File: src/verilog/fsa_pkg.sv
package fsa_pkg;

  // Register byte addresses on the APB side.
  localparam logic [7:0] ADDR_CTRL       = 8'h00;
  localparam logic [7:0] ADDR_OFFSET     = 8'h04;
  localparam logic [7:0] ADDR_WINDOW     = 8'h08;
  localparam logic [7:0] ADDR_INT_STATUS = 8'h0c;
  localparam logic [7:0] ADDR_INT_MASK   = 8'h10;
  localparam logic [7:0] ADDR_OP_STATUS  = 8'h14;

  // Register field positions.
  localparam int CTRL_SEL_LSB = 0;
  localparam int CTRL_RES     = 2;
  localparam int CTRL_INDEP   = 3;
  localparam int CTRL_OPT     = 4;
  localparam int CTRL_GEN_AUX = 5;
  localparam int CTRL_INV     = 6;
  localparam int CTRL_WID_LSB = 7;
  localparam int WIN_LSB      = 4;
  localparam int ALARM_BIT    = 7;
  localparam int OP_QUAL_BIT  = 0;
  localparam int OP_HOLD_BIT  = 1;
  localparam int OP_RATE_LSB  = 2;

  // Reset values of the writable registers.
  localparam logic [8:0] CTRL_RST   = 9'h000;
  localparam logic [5:0] OFFSET_RST = 6'h00;
  localparam logic [2:0] WINDOW_RST = 3'h2;
  localparam logic       MASK_RST   = 1'b0;

  // Output clock ticks per 8 kHz frame, frames per multiframe.
  localparam logic [9:0]  FRAME_DIV  = 10'd810;
  localparam logic [9:0]  FRAME_HALF = 10'd405;
  localparam logic [1:0]  MF_LAST    = 2'd3;
  localparam logic [1:0]  MF_HALF    = 2'd2;

  // Expected sync intervals in output clock ticks.
  localparam logic [12:0] INT_8K      = 13'd810;
  localparam logic [12:0] INT_4K      = 13'd1620;
  localparam logic [12:0] INT_2K      = 13'd3240;
  localparam logic [12:0] INT_TIMEOUT = 13'd4000;
  localparam logic [1:0]  QUAL_EDGES  = 2'd3;

  // Hold time after reset release.
  localparam int CLK_HZ  = 20000000;
  localparam int HOLD_MS = 250;
  localparam int HOLD_CYCLES_DEF = HOLD_MS * (CLK_HZ / 1000);

  typedef enum logic [1:0] {
    MON_IDLE = 2'b00,
    MON_ACQ  = 2'b01,
    MON_LOCK = 2'b10
  } fsa_mon_t;

  typedef enum logic [1:0] {
    RATE_NONE = 2'b00,
    RATE_8K   = 2'b01,
    RATE_4K   = 2'b10,
    RATE_2K   = 2'b11
  } fsa_rate_t;

endpackage

File: src/verilog/fsa_div_if.sv
`timescale 1ns/1ns
interface fsa_div_if;
  logic       tick;
  logic       load;
  logic       load_mf;
  logic [9:0] count;
  logic [1:0] mf;
  logic       frame_start;

  modport div (input tick, load, load_mf, output count, mf, frame_start);
  modport ctl (output tick, load, load_mf, input count, mf, frame_start);
endinterface

File: src/verilog/fsa_divider.sv
`timescale 1ns/1ns
module fsa_divider
  import fsa_pkg::*;
(
  input  wire logic pclk,
  input  wire logic presetn,
  fsa_div_if.div    d
);

  logic [9:0] next_count;
  logic [1:0] next_mf;
  logic       next_start;

  // The frame count moves only on clock ticks and loads, so frames are divided
  // from the output clock and never run on their own timing.
  always_comb begin
    next_count = d.count;
    next_mf    = d.mf;
    next_start = 1'b0;
    if (d.load) begin
      next_count = 10'h000;
      next_start = 1'b1;
      if (d.load_mf) begin
        next_mf = 2'h0;
      end else if (d.count >= FRAME_HALF) begin
        next_mf = d.mf + 2'h1;
      end
    end else if (d.tick) begin
      if (d.count == FRAME_DIV - 10'h001) begin
        next_count = 10'h000;
        next_mf    = (d.mf == MF_LAST) ? 2'h0 : d.mf + 2'h1;
        next_start = 1'b1;
      end else begin
        next_count = d.count + 10'h001;
      end
    end
  end

  // Divider state.
  always_ff @(posedge pclk or negedge presetn) begin
    if (!presetn) begin
      d.count       <= 10'h000;
      d.mf          <= 2'h0;
      d.frame_start <= 1'b0;
    end else begin
      d.count       <= next_count;
      d.mf          <= next_mf;
      d.frame_start <= next_start;
    end
  end

endmodule // fsa_divider

File: src/verilog/fsa_pin_sync.sv
`timescale 1ns/1ns
module fsa_pin_sync (
  input  wire logic       pclk,
  input  wire logic       presetn,
  input  wire logic [5:0] pins,
  output logic [5:0]      level
);

  logic [5:0] s1;
  logic [5:0] s2;
  logic [5:0] s3;

  // Three stages per pin; a change counts once stages two and three agree.
  genvar i;
  generate
    for (i = 0; i < 6; i++) begin : g_pin
      always_ff @(posedge pclk or negedge presetn) begin
        if (!presetn) begin
          s1[i]    <= 1'b0;
          s2[i]    <= 1'b0;
          s3[i]    <= 1'b0;
          level[i] <= 1'b0;
        end else begin
          s1[i] <= pins[i];
          s2[i] <= s1[i];
          s3[i] <= s2[i];
          if (s2[i] == s3[i]) begin
            level[i] <= s3[i];
          end
        end
      end
    end
  endgenerate

endmodule // fsa_pin_sync

File: src/verilog/fsa_top.sv
// Chosen here: the register addresses and the APB interface to the registers.
`timescale 1ns/1ns
module fsa_top
  import fsa_pkg::*;
#(
  parameter int unsigned HOLD_CYCLES = HOLD_CYCLES_DEF
) (
  input  wire logic        pclk,
  input  wire logic        presetn,
  input  wire logic        psel,
  input  wire logic        penable,
  input  wire logic        pwrite,
  input  wire logic [7:0]  paddr,
  input  wire logic [31:0] pwdata,
  output logic [31:0]      prdata,
  output logic             pready,
  output logic             pslverr,
  input  wire logic [2:0]  equipment_clock_input,
  input  wire logic        paired_frame_input_1,
  input  wire logic        paired_frame_input_2,
  input  wire logic        paired_frame_input_3,
  input  wire logic        primary_loop_tick,
  input  wire logic        secondary_loop_tick,
  input  wire logic        ref_is_1944,
  input  wire logic        ref_is_2k,
  output logic             frame_pulse_output,
  output logic             multiframe_pulse_output,
  output logic             general_8k_output,
  output logic             general_2k_output,
  output logic             clock_realign_pulse,
  output logic             optical_realign_pulse,
  output logic             interrupt_request_pin
);

  fsa_div_if prim ();
  fsa_div_if aux ();

  logic [5:0]  lvl;
  logic [8:0]  ctrl;
  logic [5:0]  offset;
  logic [2:0]  window;
  logic        int_status;
  logic        int_mask;
  logic [22:0] hold_cnt;
  logic        running;
  logic        ref_q;
  logic        samp;
  logic        late_pend;
  logic [1:0]  pair_q;
  logic [12:0] interval;
  fsa_mon_t    mon;
  fsa_rate_t   rate;
  logic [1:0]  good_cnt;
  logic        alarm;
  logic [3:0]  fp_cnt;
  logic [3:0]  mp_cnt;

  logic [8:0]  next_ctrl;
  logic [5:0]  next_offset;
  logic [2:0]  next_window;
  logic        next_int_status;
  logic        next_int_mask;
  logic [31:0] next_prdata;
  logic        next_pready;
  logic        next_pslverr;
  logic        next_irq;
  logic [22:0] next_hold_cnt;
  logic        next_running;
  logic        next_ref_q;
  logic        next_samp;
  logic        next_late_pend;
  logic [1:0]  next_pair_q;
  logic [12:0] next_interval;
  fsa_mon_t    next_mon;
  fsa_rate_t   next_rate;
  logic [1:0]  next_good_cnt;
  logic        next_alarm;
  logic        next_fail;
  logic        next_realign;
  logic        next_realign_mf;
  logic [3:0]  next_fp_cnt;
  logic [3:0]  next_mp_cnt;
  logic        next_fp_out;
  logic        next_mp_out;
  logic        next_g8;
  logic        next_g2;
  logic        next_clk_rl;
  logic        next_opt_rl;

  logic [1:0]  pair;
  logic        ref_lvl;
  logic        sync_lvl;
  logic [1:0]  off_sel;
  logic        ref_rise;
  logic        ref_fall;
  logic        sync_edge;
  logic [12:0] tol;
  logic [9:0]  phase_err;
  logic        freq_ok;
  logic        phase_ok;
  fsa_rate_t   edge_rate;
  logic        wr_en;
  logic [3:0]  width_ticks;

  // All reference and sync pins come from outside this clock domain.
  fsa_pin_sync u_pins (
    .pclk    (pclk),
    .presetn (presetn),
    .pins    ({paired_frame_input_3, paired_frame_input_2,
               paired_frame_input_1, equipment_clock_input}),
    .level   (lvl)
  );

  // Frame dividers for the primary and secondary loops.
  fsa_divider u_prim (
    .pclk    (pclk),
    .presetn (presetn),
    .d       (prim.div)
  );

  fsa_divider u_aux (
    .pclk    (pclk),
    .presetn (presetn),
    .d       (aux.div)
  );

  // Both dividers stay idle while the post-reset hold lasts.
  assign prim.tick    = primary_loop_tick & running;
  assign prim.load    = next_realign;
  assign prim.load_mf = next_realign_mf;
  assign aux.tick     = secondary_loop_tick & running;
  assign aux.load     = 1'b0;
  assign aux.load_mf  = 1'b0;

  // Selection of the locked-to pair and the sampling edge of its sync.
  always_comb begin
    pair     = (ctrl[CTRL_SEL_LSB +: 2] == 2'h3) ? 2'h2
                                                  : ctrl[CTRL_SEL_LSB +: 2];
    ref_lvl  = lvl[pair];
    sync_lvl = lvl[3 + pair];
    off_sel  = offset[2 * pair +: 2];
    ref_rise = ref_lvl & ~ref_q;
    ref_fall = ~ref_lvl & ref_q;
  end

  // Window size in ticks scales with the chosen sample resolution.
  always_comb begin
    tol = {10'h000, window} + 13'h0001;
    if (!ctrl[CTRL_RES]) begin
      tol = tol << 2;
    end else if (ref_is_1944) begin
      tol = tol << 1;
    end
    phase_err = (prim.count <= FRAME_HALF) ? prim.count
                                           : FRAME_DIV - prim.count;
    phase_ok  = {3'h0, phase_err} <= tol;
    edge_rate = RATE_NONE;
    if ((interval + tol >= INT_8K) && (interval <= INT_8K + tol)) begin
      edge_rate = RATE_8K;
    end else if ((interval + tol >= INT_4K) && (interval <= INT_4K + tol)) begin
      edge_rate = RATE_4K;
    end else if ((interval + tol >= INT_2K) && (interval <= INT_2K + tol)) begin
      edge_rate = RATE_2K;
    end
    freq_ok = (edge_rate != RATE_NONE);
  end

  // Sync sampling: only a falling edge counts, seen at the chosen clock
  // edge. A late offset latches on the falling clock edge and commits at
  // the following rising edge, giving half a period of delay.
  always_comb begin
    next_ref_q     = ref_lvl;
    next_samp      = samp;
    next_late_pend = late_pend;
    sync_edge      = 1'b0;
    if (off_sel == 2'h0) begin
      if (ref_rise) begin
        next_samp = sync_lvl;
        sync_edge = samp & ~sync_lvl;
      end
    end else if (ref_fall) begin
      next_samp = sync_lvl;
      if (samp & ~sync_lvl) begin
        if (off_sel[1]) begin
          next_late_pend = 1'b1;
        end else begin
          sync_edge = 1'b1;
        end
      end
    end
    if (late_pend && ref_rise) begin
      next_late_pend = 1'b0;
      sync_edge      = 1'b1;
    end
    if (!running) begin
      sync_edge = 1'b0;
    end
  end

  // Sync quality detector. Edges must arrive at a known rate before the
  // input may steer the dividers, so plugging or pulling a cable cannot
  // cause a spurious jump. Failure raises the alarm and the interrupt status
  // and drops the lock, so the dividers run free; the paired
  // clock stays a valid reference in every case.
  always_comb begin
    next_pair_q     = pair;
    next_mon        = mon;
    next_rate       = rate;
    next_good_cnt   = good_cnt;
    next_alarm      = alarm;
    next_fail       = 1'b0;
    next_realign    = 1'b0;
    next_realign_mf = 1'b0;
    next_interval   = interval;
    if (prim.tick && interval != INT_TIMEOUT) begin
      next_interval = interval + 13'h0001;
    end
    if (!running || pair != pair_q) begin
      next_mon      = MON_IDLE;
      next_good_cnt = 2'h0;
      next_interval = 13'h0000;
    end else if (sync_edge) begin
      next_interval = 13'h0000;
      case (mon)
        MON_IDLE: begin
          next_mon = MON_ACQ;
        end
        MON_ACQ: begin
          if (freq_ok) begin
            next_rate = edge_rate;
            if (good_cnt == QUAL_EDGES - 2'h1) begin
              next_mon        = MON_LOCK;
              next_alarm      = 1'b0;
              next_realign    = 1'b1;
              next_realign_mf = (edge_rate == RATE_2K) & ref_is_2k;
            end else begin
              next_good_cnt = good_cnt + 2'h1;
            end
          end else begin
            next_good_cnt = 2'h0;
          end
        end
        MON_LOCK: begin
          if (freq_ok && phase_ok) begin
            next_rate       = edge_rate;
            next_realign    = (phase_err != 10'h000);
            next_realign_mf = (edge_rate == RATE_2K) & ref_is_2k;
          end else begin
            next_mon      = MON_ACQ;
            next_good_cnt = 2'h0;
            next_alarm    = 1'b1;
            next_fail     = 1'b1;
          end
        end
        default: begin
          next_mon = MON_IDLE;
        end
      endcase
    end else if (interval == INT_TIMEOUT && mon != MON_IDLE) begin
      next_mon      = MON_IDLE;
      next_good_cnt = 2'h0;
      next_rate     = RATE_NONE;
      next_interval = 13'h0000;
      next_alarm    = 1'b1;
      next_fail     = (mon == MON_LOCK);
    end
  end

  // Pulse shaping and the general 2 kHz and 8 kHz squares.
  always_comb begin
    width_ticks = 4'h1 << ctrl[CTRL_WID_LSB +: 2];
    next_fp_cnt = fp_cnt;
    next_mp_cnt = mp_cnt;
    if (prim.frame_start) begin
      next_fp_cnt = width_ticks;
      next_mp_cnt = (prim.mf == 2'h0) ? width_ticks : 4'h0;
    end else if (prim.tick) begin
      next_fp_cnt = (fp_cnt != 4'h0) ? fp_cnt - 4'h1 : 4'h0;
      next_mp_cnt = (mp_cnt != 4'h0) ? mp_cnt - 4'h1 : 4'h0;
    end
    next_fp_out = (next_fp_cnt != 4'h0) ^ ctrl[CTRL_INV];
    next_mp_out = (next_mp_cnt != 4'h0) ^ ctrl[CTRL_INV];
    if (ctrl[CTRL_GEN_AUX]) begin
      next_g8 = aux.count >= FRAME_HALF;
      next_g2 = aux.mf >= MF_HALF;
    end else begin
      next_g8 = prim.count >= FRAME_HALF;
      next_g2 = prim.mf >= MF_HALF;
    end
    next_clk_rl = next_realign & ~ctrl[CTRL_INDEP];
    next_opt_rl = next_realign & ~ctrl[CTRL_INDEP] & ctrl[CTRL_OPT];
  end

  // Post-reset hold: logic waits out the hold time before it runs.
  always_comb begin
    next_hold_cnt = hold_cnt;
    next_running  = running;
    if ({9'h000, hold_cnt} >= HOLD_CYCLES - 1) begin
      next_running = 1'b1;
    end else begin
      next_hold_cnt = hold_cnt + 23'h000001;
    end
  end

  // APB slave: no wait states, write or read completes in the access
  // cycle, unmapped addresses answer with an error and read zero.
  always_comb begin
    wr_en           = psel & penable & pready & pwrite & ~pslverr;
    next_ctrl       = ctrl;
    next_offset     = offset;
    next_window     = window;
    next_int_mask   = int_mask;
    next_int_status = int_status;
    next_prdata     = prdata;
    next_pready     = psel & ~penable & ~pready;
    next_pslverr    = 1'b0;
    if (wr_en && running) begin
      case (paddr)
        ADDR_CTRL:       next_ctrl     = pwdata[8:0];
        ADDR_OFFSET:     next_offset   = pwdata[5:0];
        ADDR_WINDOW:     next_window   = pwdata[WIN_LSB +: 3];
        ADDR_INT_MASK:   next_int_mask = pwdata[ALARM_BIT];
        ADDR_INT_STATUS: begin
          if (pwdata[ALARM_BIT]) begin
            next_int_status = 1'b0;
          end
        end
        default: next_ctrl = ctrl;
      endcase
    end
    if (next_fail) begin
      next_int_status = 1'b1;
    end
    if (psel && !penable) begin
      next_prdata = 32'h00000000;
      case (paddr)
        ADDR_CTRL:       next_prdata[8:0] = ctrl;
        ADDR_OFFSET:     next_prdata[5:0] = offset;
        ADDR_WINDOW:     next_prdata[WIN_LSB +: 3] = window;
        ADDR_INT_STATUS: next_prdata[ALARM_BIT] = int_status;
        ADDR_INT_MASK:   next_prdata[ALARM_BIT] = int_mask;
        ADDR_OP_STATUS: begin
          next_prdata[ALARM_BIT]      = alarm;
          next_prdata[OP_QUAL_BIT]    = (mon == MON_LOCK);
          next_prdata[OP_HOLD_BIT]    = ~running;
          next_prdata[OP_RATE_LSB +: 2] = rate;
        end
        default: next_pslverr = 1'b1;
      endcase
    end else if (pready) begin
      next_pslverr = 1'b0;
    end else begin
      next_pslverr = pslverr;
    end
    next_irq = next_int_status & int_mask;
  end

  // All state is reset to zero except the window, which resets to 2; during the hold the registers keep their defaults.
  always_ff @(posedge pclk or negedge presetn) begin
    if (!presetn) begin
      ctrl                    <= CTRL_RST;
      offset                  <= OFFSET_RST;
      window                  <= WINDOW_RST;
      int_status              <= 1'b0;
      int_mask                <= MASK_RST;
      prdata                  <= 32'h00000000;
      pready                  <= 1'b0;
      pslverr                 <= 1'b0;
      interrupt_request_pin   <= 1'b0;
      hold_cnt                <= 23'h000000;
      running                 <= 1'b0;
      ref_q                   <= 1'b0;
      samp                    <= 1'b0;
      late_pend               <= 1'b0;
      pair_q                  <= 2'h0;
      interval                <= 13'h0000;
      mon                     <= MON_IDLE;
      rate                    <= RATE_NONE;
      good_cnt                <= 2'h0;
      alarm                   <= 1'b0;
      fp_cnt                  <= 4'h0;
      mp_cnt                  <= 4'h0;
      frame_pulse_output      <= 1'b0;
      multiframe_pulse_output <= 1'b0;
      general_8k_output       <= 1'b0;
      general_2k_output       <= 1'b0;
      clock_realign_pulse     <= 1'b0;
      optical_realign_pulse   <= 1'b0;
    end else begin
      ctrl                    <= next_ctrl;
      offset                  <= next_offset;
      window                  <= next_window;
      int_status              <= next_int_status;
      int_mask                <= next_int_mask;
      prdata                  <= next_prdata;
      pready                  <= next_pready;
      pslverr                 <= next_pslverr;
      interrupt_request_pin   <= next_irq;
      hold_cnt                <= next_hold_cnt;
      running                 <= next_running;
      ref_q                   <= next_ref_q;
      samp                    <= next_samp;
      late_pend               <= next_late_pend;
      pair_q                  <= next_pair_q;
      interval                <= next_interval;
      mon                     <= next_mon;
      rate                    <= next_rate;
      good_cnt                <= next_good_cnt;
      alarm                   <= next_alarm;
      fp_cnt                  <= next_fp_cnt;
      mp_cnt                  <= next_mp_cnt;
      frame_pulse_output      <= next_fp_out;
      multiframe_pulse_output <= next_mp_out;
      general_8k_output       <= next_g8;
      general_2k_output       <= next_g2;
      clock_realign_pulse     <= next_clk_rl;
      optical_realign_pulse   <= next_opt_rl;
    end
  end

endmodule // fsa_top
File: config.mk
export PLATFORM = sky130hd
export DESIGN_NAME = fsa_top
export DESIGN_NICKNAME = d
export VERILOG_FILES = /design/src/verilog/fsa_pkg.sv /design/src/verilog/fsa_div_if.sv /design/src/verilog/fsa_divider.sv /design/src/verilog/fsa_pin_sync.sv /design/src/verilog/fsa_top.sv
export SDC_FILE = /design/constraint.sdc
export NUM_CORES = 1
export LEC_CHECK = 0
export ABC_AREA = 1
export BUFFER_PORTS_ARGS = -buffer_cell sky130_fd_sc_hd__buf_4
export CAP_MARGIN = 10
export CORE_AREA = 2 2 140 142
export CTS_CLUSTER_DIAMETER = 30
export DETAILED_ROUTE_END_ITERATION = 6
export DIE_AREA = 0 0 142 144
export PLACE_DENSITY = 0.78
export SETUP_SLACK_MARGIN = 0.3
export SLEW_MARGIN = 20
export SYNTH_ARGS = -nofsm -noshare
export SYNTH_HDL_FRONTEND = slang
export SYNTH_SLANG_ARGS = --single-unit
File: constraint.sdc
create_clock -name pclk -period 9.9 [get_ports pclk]
set_input_delay 0.99 -clock pclk [delete_from_list [all_inputs] [get_ports pclk]]
set_output_delay 0.99 -clock pclk [all_outputs]
set_load 0.01 [all_outputs]
* Yosys cells after proc, flatten, opt, wreduce, memory -nomap -nowiden
Cells that the tools add are included.
** Word-level totals
- Bits of input ports :: 55
- Word-level logic and storage cells :: 303
- Output and inout bits :: 41
- Bits in registers :: 144
** Operators by class
- $lt $le $gt $ge :: 15
- Muxes and demuxes :: 105
- Bitwise operators :: 26
- Reductions and logical operators :: 46
- Equal/unequal tests :: 36
- Add/sub/neg operators :: 16
- Shifts and indexed selects :: 2
** Operators by type and width (count)
- $mux 13 :: 4
- $mux 1 :: 50
- $mux 10 :: 5
- $mux 2 :: 25
- $le 13x13->1 :: 3
- $mux 4 :: 7
- $add 23x1->23 const B :: 1
- $ge 23x23->1 const B :: 1
- $add 10x1->10 const B :: 2
- $eq 10x10->1 const B :: 2
- $ge 10x9->1 const B :: 2
- $reduce_bool 2->1 :: 10
- $reduce_bool 4->1 :: 5
- $eq 8x4->1 const B :: 2
- $eq 8x5->1 const B :: 2
- $and 1x1->1 :: 15
- $add 10x13->13 const A :: 1
- $add 11x13->13 const A :: 1
- $add 12x13->13 const A :: 1
- $add 13x1->13 const B :: 1
- $add 13x13->13 :: 1
- $eq 13x12->1 const B :: 1
- $ge 13x10->1 const B :: 1
- $ge 13x11->1 const B :: 1
- other kinds (50) :: 102

* Longest topological paths before layout
Gate-level depths: netlist of the first run.
- Depth in word-level cells :: 18
- Gate-level depth with buffers :: 30
- Depth with buffers taken out :: 29

* Hierarchy
Synthesis of the first run repeated with hierarchy kept, for this count alone.
** Second synthesis, totals
- Cells, all modules :: 1289
- Area total of the unflattened synthesis :: 9608.0 µm²
** By module, submodules not included
- fsa_top :: area each 7248.2 µm², cells an instance 1021, instances 1
- fsa_divider :: area each 830.8 µm², cells an instance 110, instances 2
- fsa_pin_sync :: area each 698.2 µm², cells an instance 48, instances 1

* Least setup slack after synthesis of the first run
No wires, ideal clock.
- Kind :: input to register
- From :: in ref_is_1944
- To :: reg u_prim.d.mf[1]
- Path slack :: 6.069 ns
- Arrival :: 3.714 ns
- Buffers on the path :: 0
- Setup time :: 0.117 ns
- Cell stages on the path :: 19
- Cells stage by stage :: nand2_1 > o221ai_1 > inv_1 > ha_1 > nor2_1 > nor2_1 > ha_1 > a21o_1 > a211oi_1 > o211ai_1 > nand2_1 > nand2_1 > nand3_4 > nand4_1 > nand2_4 > nand2_4 > or2_0 > nand3b_1 > nand2_1
** Between the ends
- Word-level cells in the longest chain between the ends :: 17
- Elaborated cells on any way between the ends :: 40
- Those cells by class :: add/sub (4); order compare (7); eq/ne (2); mux (18); bitwise (1); reduce/logical (8)
** Ends and longest elaborated chain
- start: declaration :: RTL line fsa_top.sv:24 : input wire logic ref_is_1944,
- $mux 5 (*) :: RTL line fsa_top.sv:151 : end else if (ref_is_1944) begin
- $mux 6 (*) :: RTL line fsa_top.sv:149 : if (!ctrl[CTRL_RES]) begin
- $add 13x13->13 / $add 12x13->13 (equally long branches) :: RTL line fsa_top.sv:158, fsa_top.sv:160, fsa_top.sv:162
- $ge 13x12->1 / $le 13x13->1 (equally long branches) :: RTL line fsa_top.sv:162 : end else if ((interval + tol >= INT_2K) && (interval <= INT_2K + tol)) begin
- $logic_and 1x1->1 :: RTL line fsa_top.sv:162
- $mux 2 :: RTL line fsa_top.sv:162
- $mux 2 :: RTL line fsa_top.sv:160 : end else if ((interval + tol >= INT_4K) && (interval <= INT_4K + tol)) begin
- $mux 2 :: RTL line fsa_top.sv:158 : if ((interval + tol >= INT_8K) && (interval <= INT_8K + tol)) begin
- $eq 2x2->1 :: RTL line fsa_top.sv:235, fsa_top.sv:247
- $and 1x1->1 :: RTL line fsa_top.sv:235, fsa_top.sv:247
- $mux 1 :: RTL line fsa_top.sv:231 : if (good_cnt == QUAL_EDGES - 2'h1) begin
- $mux 1 :: RTL line fsa_top.sv:229 : if (freq_ok) begin
- $pmux 1 s2 :: RTL line fsa_top.sv:224 : case (mon)
- $mux 1 :: RTL line fsa_top.sv:222 : end else if (sync_edge) begin
- $mux 1 :: RTL line fsa_top.sv:218 : if (!running || pair != pair_q) begin
- $ne 3x1->1 (no source line) / $mux 2 (equally long branches)
- $reduce_and 3->1 (no source line) / $mux 2 (equally long branches)
- end signal: assignment :: RTL line fsa_divider.sv:47 : d.mf <= next_mf;
- end: declaration :: RTL line fsa_div_if.sv:10 : modport div (input tick, load, load_mf, output count, mf, frame_start);
Mark *: on every way between the ends. The rest lies on a longest branch, timed or not.
A chain may end at the register's enable or synchronous reset.

* Worst setup path in the final report of the first run
- From :: reg window[0]
- To :: reg u_prim.d.count[4]
** Between the ends
- Word-level cells in the longest chain between the ends :: 16
- Elaborated cells on any way between the ends :: 29
- Those cells by class :: add/sub (5); order compare (7); mux (11); reduce/logical (6)
** Ends and longest elaborated chain
- start: declaration :: RTL line fsa_top.sv:41 : logic [2:0] window;
- start signal: assignment :: RTL line fsa_top.sv:392 : window <= next_window;
- $add 3x1->4 (*) :: RTL line fsa_top.sv:148 : tol = {10'h000, window} + 13'h0001;
- $mux 5 :: RTL line fsa_top.sv:151
- $mux 6 (*) :: RTL line fsa_top.sv:149
- $add 13x13->13 / $add 12x13->13 (equally long branches) :: RTL line fsa_top.sv:158, fsa_top.sv:160, fsa_top.sv:162
- $ge 13x12->1 / $le 13x13->1 (equally long branches) :: RTL line fsa_top.sv:162
- $logic_and 1x1->1 :: RTL line fsa_top.sv:162
- $mux 2 :: RTL line fsa_top.sv:162
- $mux 2 :: RTL line fsa_top.sv:160
- $mux 2 :: RTL line fsa_top.sv:158
- $reduce_bool 2->1 :: RTL line fsa_top.sv:165 : freq_ok = (edge_rate != RATE_NONE);
- $logic_and 1x1->1 :: RTL line fsa_top.sv:244 : if (freq_ok && phase_ok) begin
- $mux 1 :: RTL line fsa_top.sv:244
- $pmux 1 s2 (*) :: RTL line fsa_top.sv:224
- $mux 1 (*) :: RTL line fsa_top.sv:222
- $mux 1 (*) :: RTL line fsa_top.sv:218
- $mux 10 / $reduce_bool 2->1 (equally long branches)
- end signal: assignment :: RTL line fsa_divider.sv:46 : d.count <= next_count;
- end: declaration :: RTL line fsa_div_if.sv:10
Marked as above.

==> results of run 1 <==
cells in the final DEF (no fill, tap or decap), drive strengths merged, types with 2 or more instances in the layout:
cell type  instances
dfrtp            143
nor3b              2
or2                4
nor3              33
o221ai             2
or3                2
conb              23
nand3             81
o22ai              3
maj3               6
nor2             121
buf               50
clkinv             7
nand3b             4
ha                55
a221oi             5
o21a               2
clkbuf            17
nor4              22
nand2            282
a211oi             4
a31oi              3
o211ai             2
o2111ai            2
a21oi             43
nand4             36
inv              180
xor2              33
xnor2             15
o21ai             78
o31ai              6
how the worst max path moves through the flow:
stage | endpoint | slack [ps] | depth (start not counted)
floorplan | u_prim.d.mf[1] | 6070 | 19
global placement | u_prim.d.count[7] | 5350 | 22
detailed placement | u_prim.d.count[6] | 5250 | 22
CTS | u_prim.d.count[6] | 5520 | 23
global route | u_prim.d.count[7] | 5100 | 23
finish | u_prim.d.count[4] | 5410 | 23
power breakdown:
group | internal, W | switching (W)
Sequential | 0.000597 | 0.00000487
Combinational | 0.0000150 | 0.0000282
Clock | 0.000364 | 0.000293
Total | 0.000976 | 0.000326
cells by family after synthesis:
family                     after synthesis  synth area share [%]
and+or+nand+nor                        588                 28.87
buffers and inverters                  213                 9.786
AOI/OAI and AO/OA                      156                 9.719
DFF                                    144                 38.73
adders and majority gates               62                 8.254
xor gates and xnor gates                48                 4.597
other                                    1               0.04029
cell type report:
class / count / area share (%)
Tap cell: 238 / 2.856
Sequential cell: 144 / 34.57
Timing Repair Buffer: 50 / 3.636
Clock buffer: 17 / 4.080
Inverter: 173 / 6.276
Multi-Input combinational cell: 877 / 46.75
Clock inverter: 15 / 1.824
critical path: cells and delay by family (launching register included):
kind / cells / cell delay [ps]
xor gates and xnor gates: 1 / 190
buffers and inverters: 3 / 440
adders and majority gates: 2 / 730
DFF: 1 / 470
and+or+nand+nor: 15 / 1900
AOI/OAI and AO/OA: 2 / 640
through the flow:
step | hold slack [ps] | total power, W | std cells | cell area (sq um) | util (%)
after floorplan | 331.2 | 0.0006345 | 1234 | 9390 | -
after global placement | 332.1 | 0.0006545 | 1482 | 9811 | 51.42
after detailed placement | 334.7 | 0.0006563 | 1482 | 9811 | 51.42
after CTS | 345.6 | 0.001310 | 1514 | 10430 | 54.65
after global routing | 350.8 | 0.001342 | 1514 | 10430 | 54.65
final | 347.6 | 0.001302 | 1514 | 10430 | 54.65
metal layers:
metal	track usage [%]	up-vias	routed length [microns]
li1	-	4038	-
met1	28.48	3834	9724
met2	36.64	196	10630
met3	4.040	46	1031
met4	7.053	0	395
met5	0	-	0
registers in the layout, summed over array words and instances (netlist names), 2 cells and up:
register        flops
u_pins.s3           6
window              3
u_aux.d.count      10
u_prim.d.count     10
good_cnt            2
mp_cnt              4
ctrl                9
u_aux.d.mf          2
u_pins.s2           6
interval           13
rate                2
hold_cnt           23
u_pins.level        6
u_prim.d.mf         2
mon                 2
u_pins.s1           6
pair_q              2
prdata              9
fp_cnt              4
offset              6
==> results.sh, run 1 <==
export IMPL_routed_via_count=8114
export IMPL_multi_input_area_sq_um=4875
export IMPL_path_max_fanout=7
export IMPL_power_leakage_nw=5.257
export IMPL_finalHoldViolCount=0
export IMPL_worstReg2RegStart="window[0]"
export IMPL_finalSetupTns_ps=0
export IMPL_synth_enable_flop_cells=0
export IMPL_setup_worst_path_end_class="flop"
export IMPL_critical_path_slowest_cell="sky130_fd_sc_hd__o221ai_1"
export IMPL_synth_cell_type_count=58
export IMPL_initial_core_util_pct=48.78
export IMPL_setup_worst_path_start_class="flop"
export IMPL_synthesis_yosys_warnings=0
export IMPL_grtUsageTotal_pct=21.75
export IMPL_core_area_sq_um=19080
export IMPL_antenna_left=0
export IMPL_post_cts_resized=0
export IMPL_routed_wl_mm=21.78
export IMPL_route_detailed_drc=0
export IMPL_timing_slew_headroom_pct=37.43
export IMPL_worstPathRequired_ps=10210
export IMPL_synth_register_bits=144
export IMPL_nNetsFinal=1374
export IMPL_grt_overflow=0
export IMPL_dieHeight_microns=144
export IMPL_rr_endpoint="u_prim.d.count[4]"
export IMPL_slowest_delay_ps=550
export IMPL_holdPathEnd="u_pins.s2[5]"
export IMPL_finClkSkew_ps=14.80
export IMPL_timing_critical_path_mode_cell="sky130_fd_sc_hd__nand2_1"
export IMPL_powerDensity_nw_per_um2=124.9
export IMPL_drt_iter0_drc=472
export IMPL_syn_cell_area_sq_um=9308
export IMPL_cts_max_path_buffers=2
export IMPL_post_synth_top_count_cell="sky130_fd_sc_hd__nand2_1"
export IMPL_port_buffers=49
export IMPL_num_io_pins=96
export IMPL_area_growth_pct=12.02
export IMPL_synth_async_reset_ratio_pct=100.0
export IMPL_timing_final_ws_setup_ps=5412
export IMPL_tritoncts="built"
export IMPL_post_drt_wl_per_cell_microns=14.38
export IMPL_timing_reg2reg_setup_slack_ps=5410
export IMPL_avgViaCountPerCell=5.359
export IMPL_seq_area_frac_synth_pct=38.73
export IMPL_min_period_ps=4488
export IMPL_seqCellArea_sq_um=3605
export IMPL_cts_inserted_buffers=17
export IMPL_synth_largest_area_cell="sky130_fd_sc_hd__dfrtp_1"
export IMPL_clk_pin_slew_worst_paths_ps=70
export IMPL_post_route_period_util_pct=45.33
export IMPL_n_antenna_cell=0
export IMPL_worstHoldPathCells=0
export IMPL_synth_cells=1212
export IMPL_hpwl_mm=15.88
export IMPL_initial_antenna_violation_count=0
export IMPL_cp_cell_sequence="ha_1 > xnor2_1 > inv_1 > o221ai_1 > inv_1 > ha_1 > nand2_1 > nor2_2 > nand2_2 > nand2_2 > nand3_1 > nand2_1 > nand2_1 > inv_1 > nand2_1 > nand2_1 > nand2_1 > nand3_4 > nand3_2 > nand2_4 > nand4_2 > nand3b_1 > o21ai_0"
export IMPL_grt_first_pass_wirelength_mm=36.25
export IMPL_fp_row_count=51
export IMPL_yosys_top_cells_count="sky130_fd_sc_hd__nand2_1 (267), sky130_fd_sc_hd__inv_1 (161), sky130_fd_sc_hd__dfrtp_1 (143)"
export IMPL_synth_top_cells_by_area="sky130_fd_sc_hd__dfrtp_1 (38%), sky130_fd_sc_hd__nand2_1 (11%), sky130_fd_sc_hd__ha_1 (7.4%), sky130_fd_sc_hd__inv_1 (6.5%), sky130_fd_sc_hd__nor2_1 (4.6%)"
export IMPL_yosys_most_used_dff="sky130_fd_sc_hd__dfrtp_1"
export IMPL_grt_pass1_vias=7820
export IMPL_startpoint="window[0]"
export IMPL_share_of_post_route_cells_with_drive_strength_above_1_pct=10.50
export IMPL_post_cts_buffers=0
export IMPL_hp_start="u_pins.s1[5]"
export IMPL_cts_num_sinks=144
export IMPL_place_ws_ps=5253
export IMPL_hold_buffers=0
export IMPL_hold_class="reg2reg"
export IMPL_fill_cell_count=1698
export IMPL_die_area_sq_um=20450
export IMPL_finalSetupViolCount=0
export IMPL_rsz0062_at_grt="no"
export IMPL_cp_data_arrival_time_ps=4800
export IMPL_gp_congestion=0.9617
export IMPL_drt_pass1_iterations=5
export IMPL_worst_r2r_path_depth=23
export IMPL_timing_final_max_slew_violations=0
export IMPL_timing_setup_critical_path_class="reg2reg"
export IMPL_worst_slew_pin_transition_ps=930.8
export IMPL_clock_tree_root_cell="sky130_fd_sc_hd__clkbuf_16"
export IMPL_fp_dieW_microns=142
export IMPL_max_cap_violations=0
export IMPL_outcome="finished clean"
export IMPL_htree_num_levels=4
export IMPL_largest_net_degree_at_the_start_of_global_routing=94
export IMPL_synth_top_area_share_pct=38.45
export IMPL_insertion_delay_ps=430
export IMPL_syn_area_per_cell_sq_um=7.680
export IMPL_vdd_ir_drop_max_mv=0.1129
export IMPL_maxClockFrequency_mhz=222.8
No activity file was read; power rests on OpenSTA's default activity.
==> inputs of run 2 (changes only) <==
==> constraint.sdc (replaced) <==
create_clock -name pclk -period 4.7 [get_ports pclk]
set_input_delay 0.47 -clock pclk [delete_from_list [all_inputs] [get_ports pclk]]
set_output_delay 0.47 -clock pclk [all_outputs]
set_load 0.01 [all_outputs]
==> run 2 against run 1 <==
Register-to-register slack got worse by 4800 ps. Fmax rose by 11%. Combinational power rose by 110%. Cell area rose by 0.35%. Clock power rose by 110%. Critical endpoint unchanged. Highest routed layer unchanged.
==> results.sh, run 2 (synthesized netlist as in run 1, its figures left out) <==
export IMPL_outcome="finished clean"
export IMPL_worst_r2r_path_depth=24
export IMPL_clk_pin_slew_worst_paths_ps=70
export IMPL_drt_pass1_iterations=5
export IMPL_fp_dieW_microns=142
export IMPL_port_buffers=49
export IMPL_seqCellArea_sq_um=3605
export IMPL_setup_worst_path_end_class="flop"
export IMPL_route_detailed_drc=0
export IMPL_timing_reg2reg_setup_slack_ps=650
export IMPL_nNetsFinal=1378
export IMPL_grt_overflow=0
export IMPL_post_drt_wl_per_cell_microns=13.96
export IMPL_power_share_clock_pct=50.7
export IMPL_slowest_delay_ps=470
export IMPL_num_io_pins=96
export IMPL_initial_core_util_pct=48.78
export IMPL_post_cts_resized=0
export IMPL_finalHoldViolCount=0
export IMPL_timing_critical_path_mode_cell="sky130_fd_sc_hd__nand2_1"
export IMPL_largest_reg_flops=23
export IMPL_stdcell_area_sq_um=10460
export IMPL_maxClockFrequency_mhz=246.8
export IMPL_insertion_delay_ps=430
export IMPL_routed_wl_mm=21.19
export IMPL_switchingPower_w=0.0006989
export IMPL_setup_worst_path_start_class="flop"
export IMPL_core_area_sq_um=19080
export IMPL_hold_buffers=0
export IMPL_share_of_post_route_cells_with_drive_strength_above_1_pct=10.78
export IMPL_mostFrequentLayoutCell="sky130_fd_sc_hd__nand2_1"
export IMPL_timing_slew_headroom_pct=37.29
export IMPL_n_antenna_cell=0
export IMPL_routed_via_count=8101
export IMPL_rr_endpoint="u_prim.d.count[4]"
export IMPL_cp_cell_sequence="ha_1 > xnor2_1 > inv_1 > o221ai_1 > buf_4 > inv_1 > ha_1 > nand2_1 > nor2_2 > nand2_2 > nand2_2 > nand2_1 > nand2_1 > nand2_1 > nor2_1 > nand3_1 > nand2_1 > nand2_2 > nand3_4 > nand3_2 > nand2_4 > nand4_2 > nand3b_1 > o21ai_0"
export IMPL_dieHeight_microns=144
export IMPL_powerDensity_nw_per_um2=263.6
export IMPL_worstReg2RegStart="window[0]"
export IMPL_grt_first_pass_wirelength_mm=34.98
export IMPL_avgViaCountPerCell=5.337
export IMPL_worstPathRequired_ps=5010
export IMPL_cp_data_arrival_time_ps=4360
export IMPL_tritoncts="built"
export IMPL_power_leakage_nw=5.278
export IMPL_rsz0062_at_grt="no"
export IMPL_post_route_period_util_pct=86.22
export IMPL_antenna_left=0
export IMPL_power_sequential_fraction_pct=46.0
export IMPL_cts_num_sinks=144
export IMPL_max_cap_violations=0
export IMPL_htree_num_levels=4
export IMPL_cell_internal_pwr_w=0.002059
export IMPL_vdd_ir_drop_max_mv=0.2538
export IMPL_post_cts_buffers=0
export IMPL_timing_setup_critical_path_class="reg2reg"
export IMPL_finalSetupTns_ps=0
export IMPL_clock_tree_root_cell="sky130_fd_sc_hd__clkbuf_16"
export IMPL_layout_top_registers="hold_cnt: 23 flops, interval: 13 flops"
export IMPL_cts_inserted_buffers=17
export IMPL_timing_final_max_slew_violations=0
export IMPL_fill_cell_count=1686
export IMPL_final_cell_mix="sky130_fd_sc_hd__nand2_1 (267), sky130_fd_sc_hd__inv_1 (161), sky130_fd_sc_hd__dfrtp_1 (143)"
export IMPL_p_comb_share_pct=3.3
export IMPL_path_max_fanout=7
export IMPL_cp_num_buf_inv=3
export IMPL_placedInstanceArea_sq_um=9841
export IMPL_min_period_ps=4052
export IMPL_worst_slew_pin_transition_ps=932.9
export IMPL_gp_congestion=0.9238
export IMPL_multi_input_area_sq_um=4875
export IMPL_cts_max_path_buffers=2
export IMPL_finalSetupViolCount=0
export IMPL_critical_path_slowest_cell="sky130_fd_sc_hd__dfrtp_1"
export IMPL_hold_class="in2async"
export IMPL_critPathTopFamily="simple AND/OR/NAND/NOR gates"
export IMPL_instances_no_fill=1518
export IMPL_area_growth_pct=12.41
export IMPL_placed_cells=1486
export IMPL_largest_net_degree_at_the_start_of_global_routing=110
export IMPL_grtUsageTotal_pct=21.08
export IMPL_initial_antenna_violation_count=0
export IMPL_die_area_sq_um=20450
export IMPL_hpwl_mm=15.52
export IMPL_grt_pass1_vias=7582
export IMPL_drt_iter0_drc=612
export IMPL_largest_register="hold_cnt"
export IMPL_finClkSkew_ps=23.02
export IMPL_switching_share_pct=25.34
export IMPL_fp_row_count=51
-- run 2: changes by cell type in the layout (fill, tap and decap cells not counted), sizes merged --
cell and change:
clkinv -1, clkbuf +1, buf +3, clkinvlp +1
-- run 2: how the worst max path moves through the flow --
stage,start,end,cells after the start
5_1_grt,ctrl[2],u_prim.d.count[4],23
2_1_floorplan,window[1],u_prim.d.mf[1],21
4_1_cts,ctrl[2],u_prim.d.count[4],23
3_5_place_dp,ref_is_1944,u_prim.d.count[7],23
6_report,window[0],u_prim.d.count[4],24
3_3_place_gp,window[0],u_prim.d.count[7],24
-- run 2: layout make-up --
type	instances	area share, %
multi-input combinational	877	46.59
sequential	144	34.45
inverter	173	6.255
clock buffer	17	4.066
timing repair buffer	54	3.934
tap	238	2.846
clock inverter	15	1.854
-- run 2: per-stage QoR --
step / setup WS, ps / util (%) / power [W] / hold slack (ps)
after floorplan: 1077 / - / 0.001337 / 174.4
after global placement: 791.1 / 51.58 / 0.001380 / 331.8
after detailed placement: 705.5 / 51.58 / 0.001383 / 335.6
after CTS: 713.2 / 54.82 / 0.002774 / 132.9
after global routing: 369.9 / 54.84 / 0.002830 / 126.1
final: 647.7 / 54.84 / 0.002758 / 129.1
-- run 2: power groups by stage --
stage / sequential [W] / clock [W] / combinational [W]
5_1_grt: 0.00127 / 0.00146 / 0.000106
6_report: 0.00127 / 0.00140 / 0.0000915
2_1_floorplan: 0.00129 / 0 / 0.0000469
3_3_place_gp: 0.00129 / 0 / 0.0000901
4_1_cts: 0.00127 / 0.00141 / 0.0000941
3_5_place_dp: 0.00129 / 0 / 0.0000921
-- run 2: metal layers --
metal  global-route usage [%]  up-vias  routed length [microns]
met1                    27.95     3812                     9459
li1                         -     4042                        -
met2                    35.19      214                    10180
met3                    3.940       33                     1168
met5                        0        -                        0
met4                    6.579        0                      383
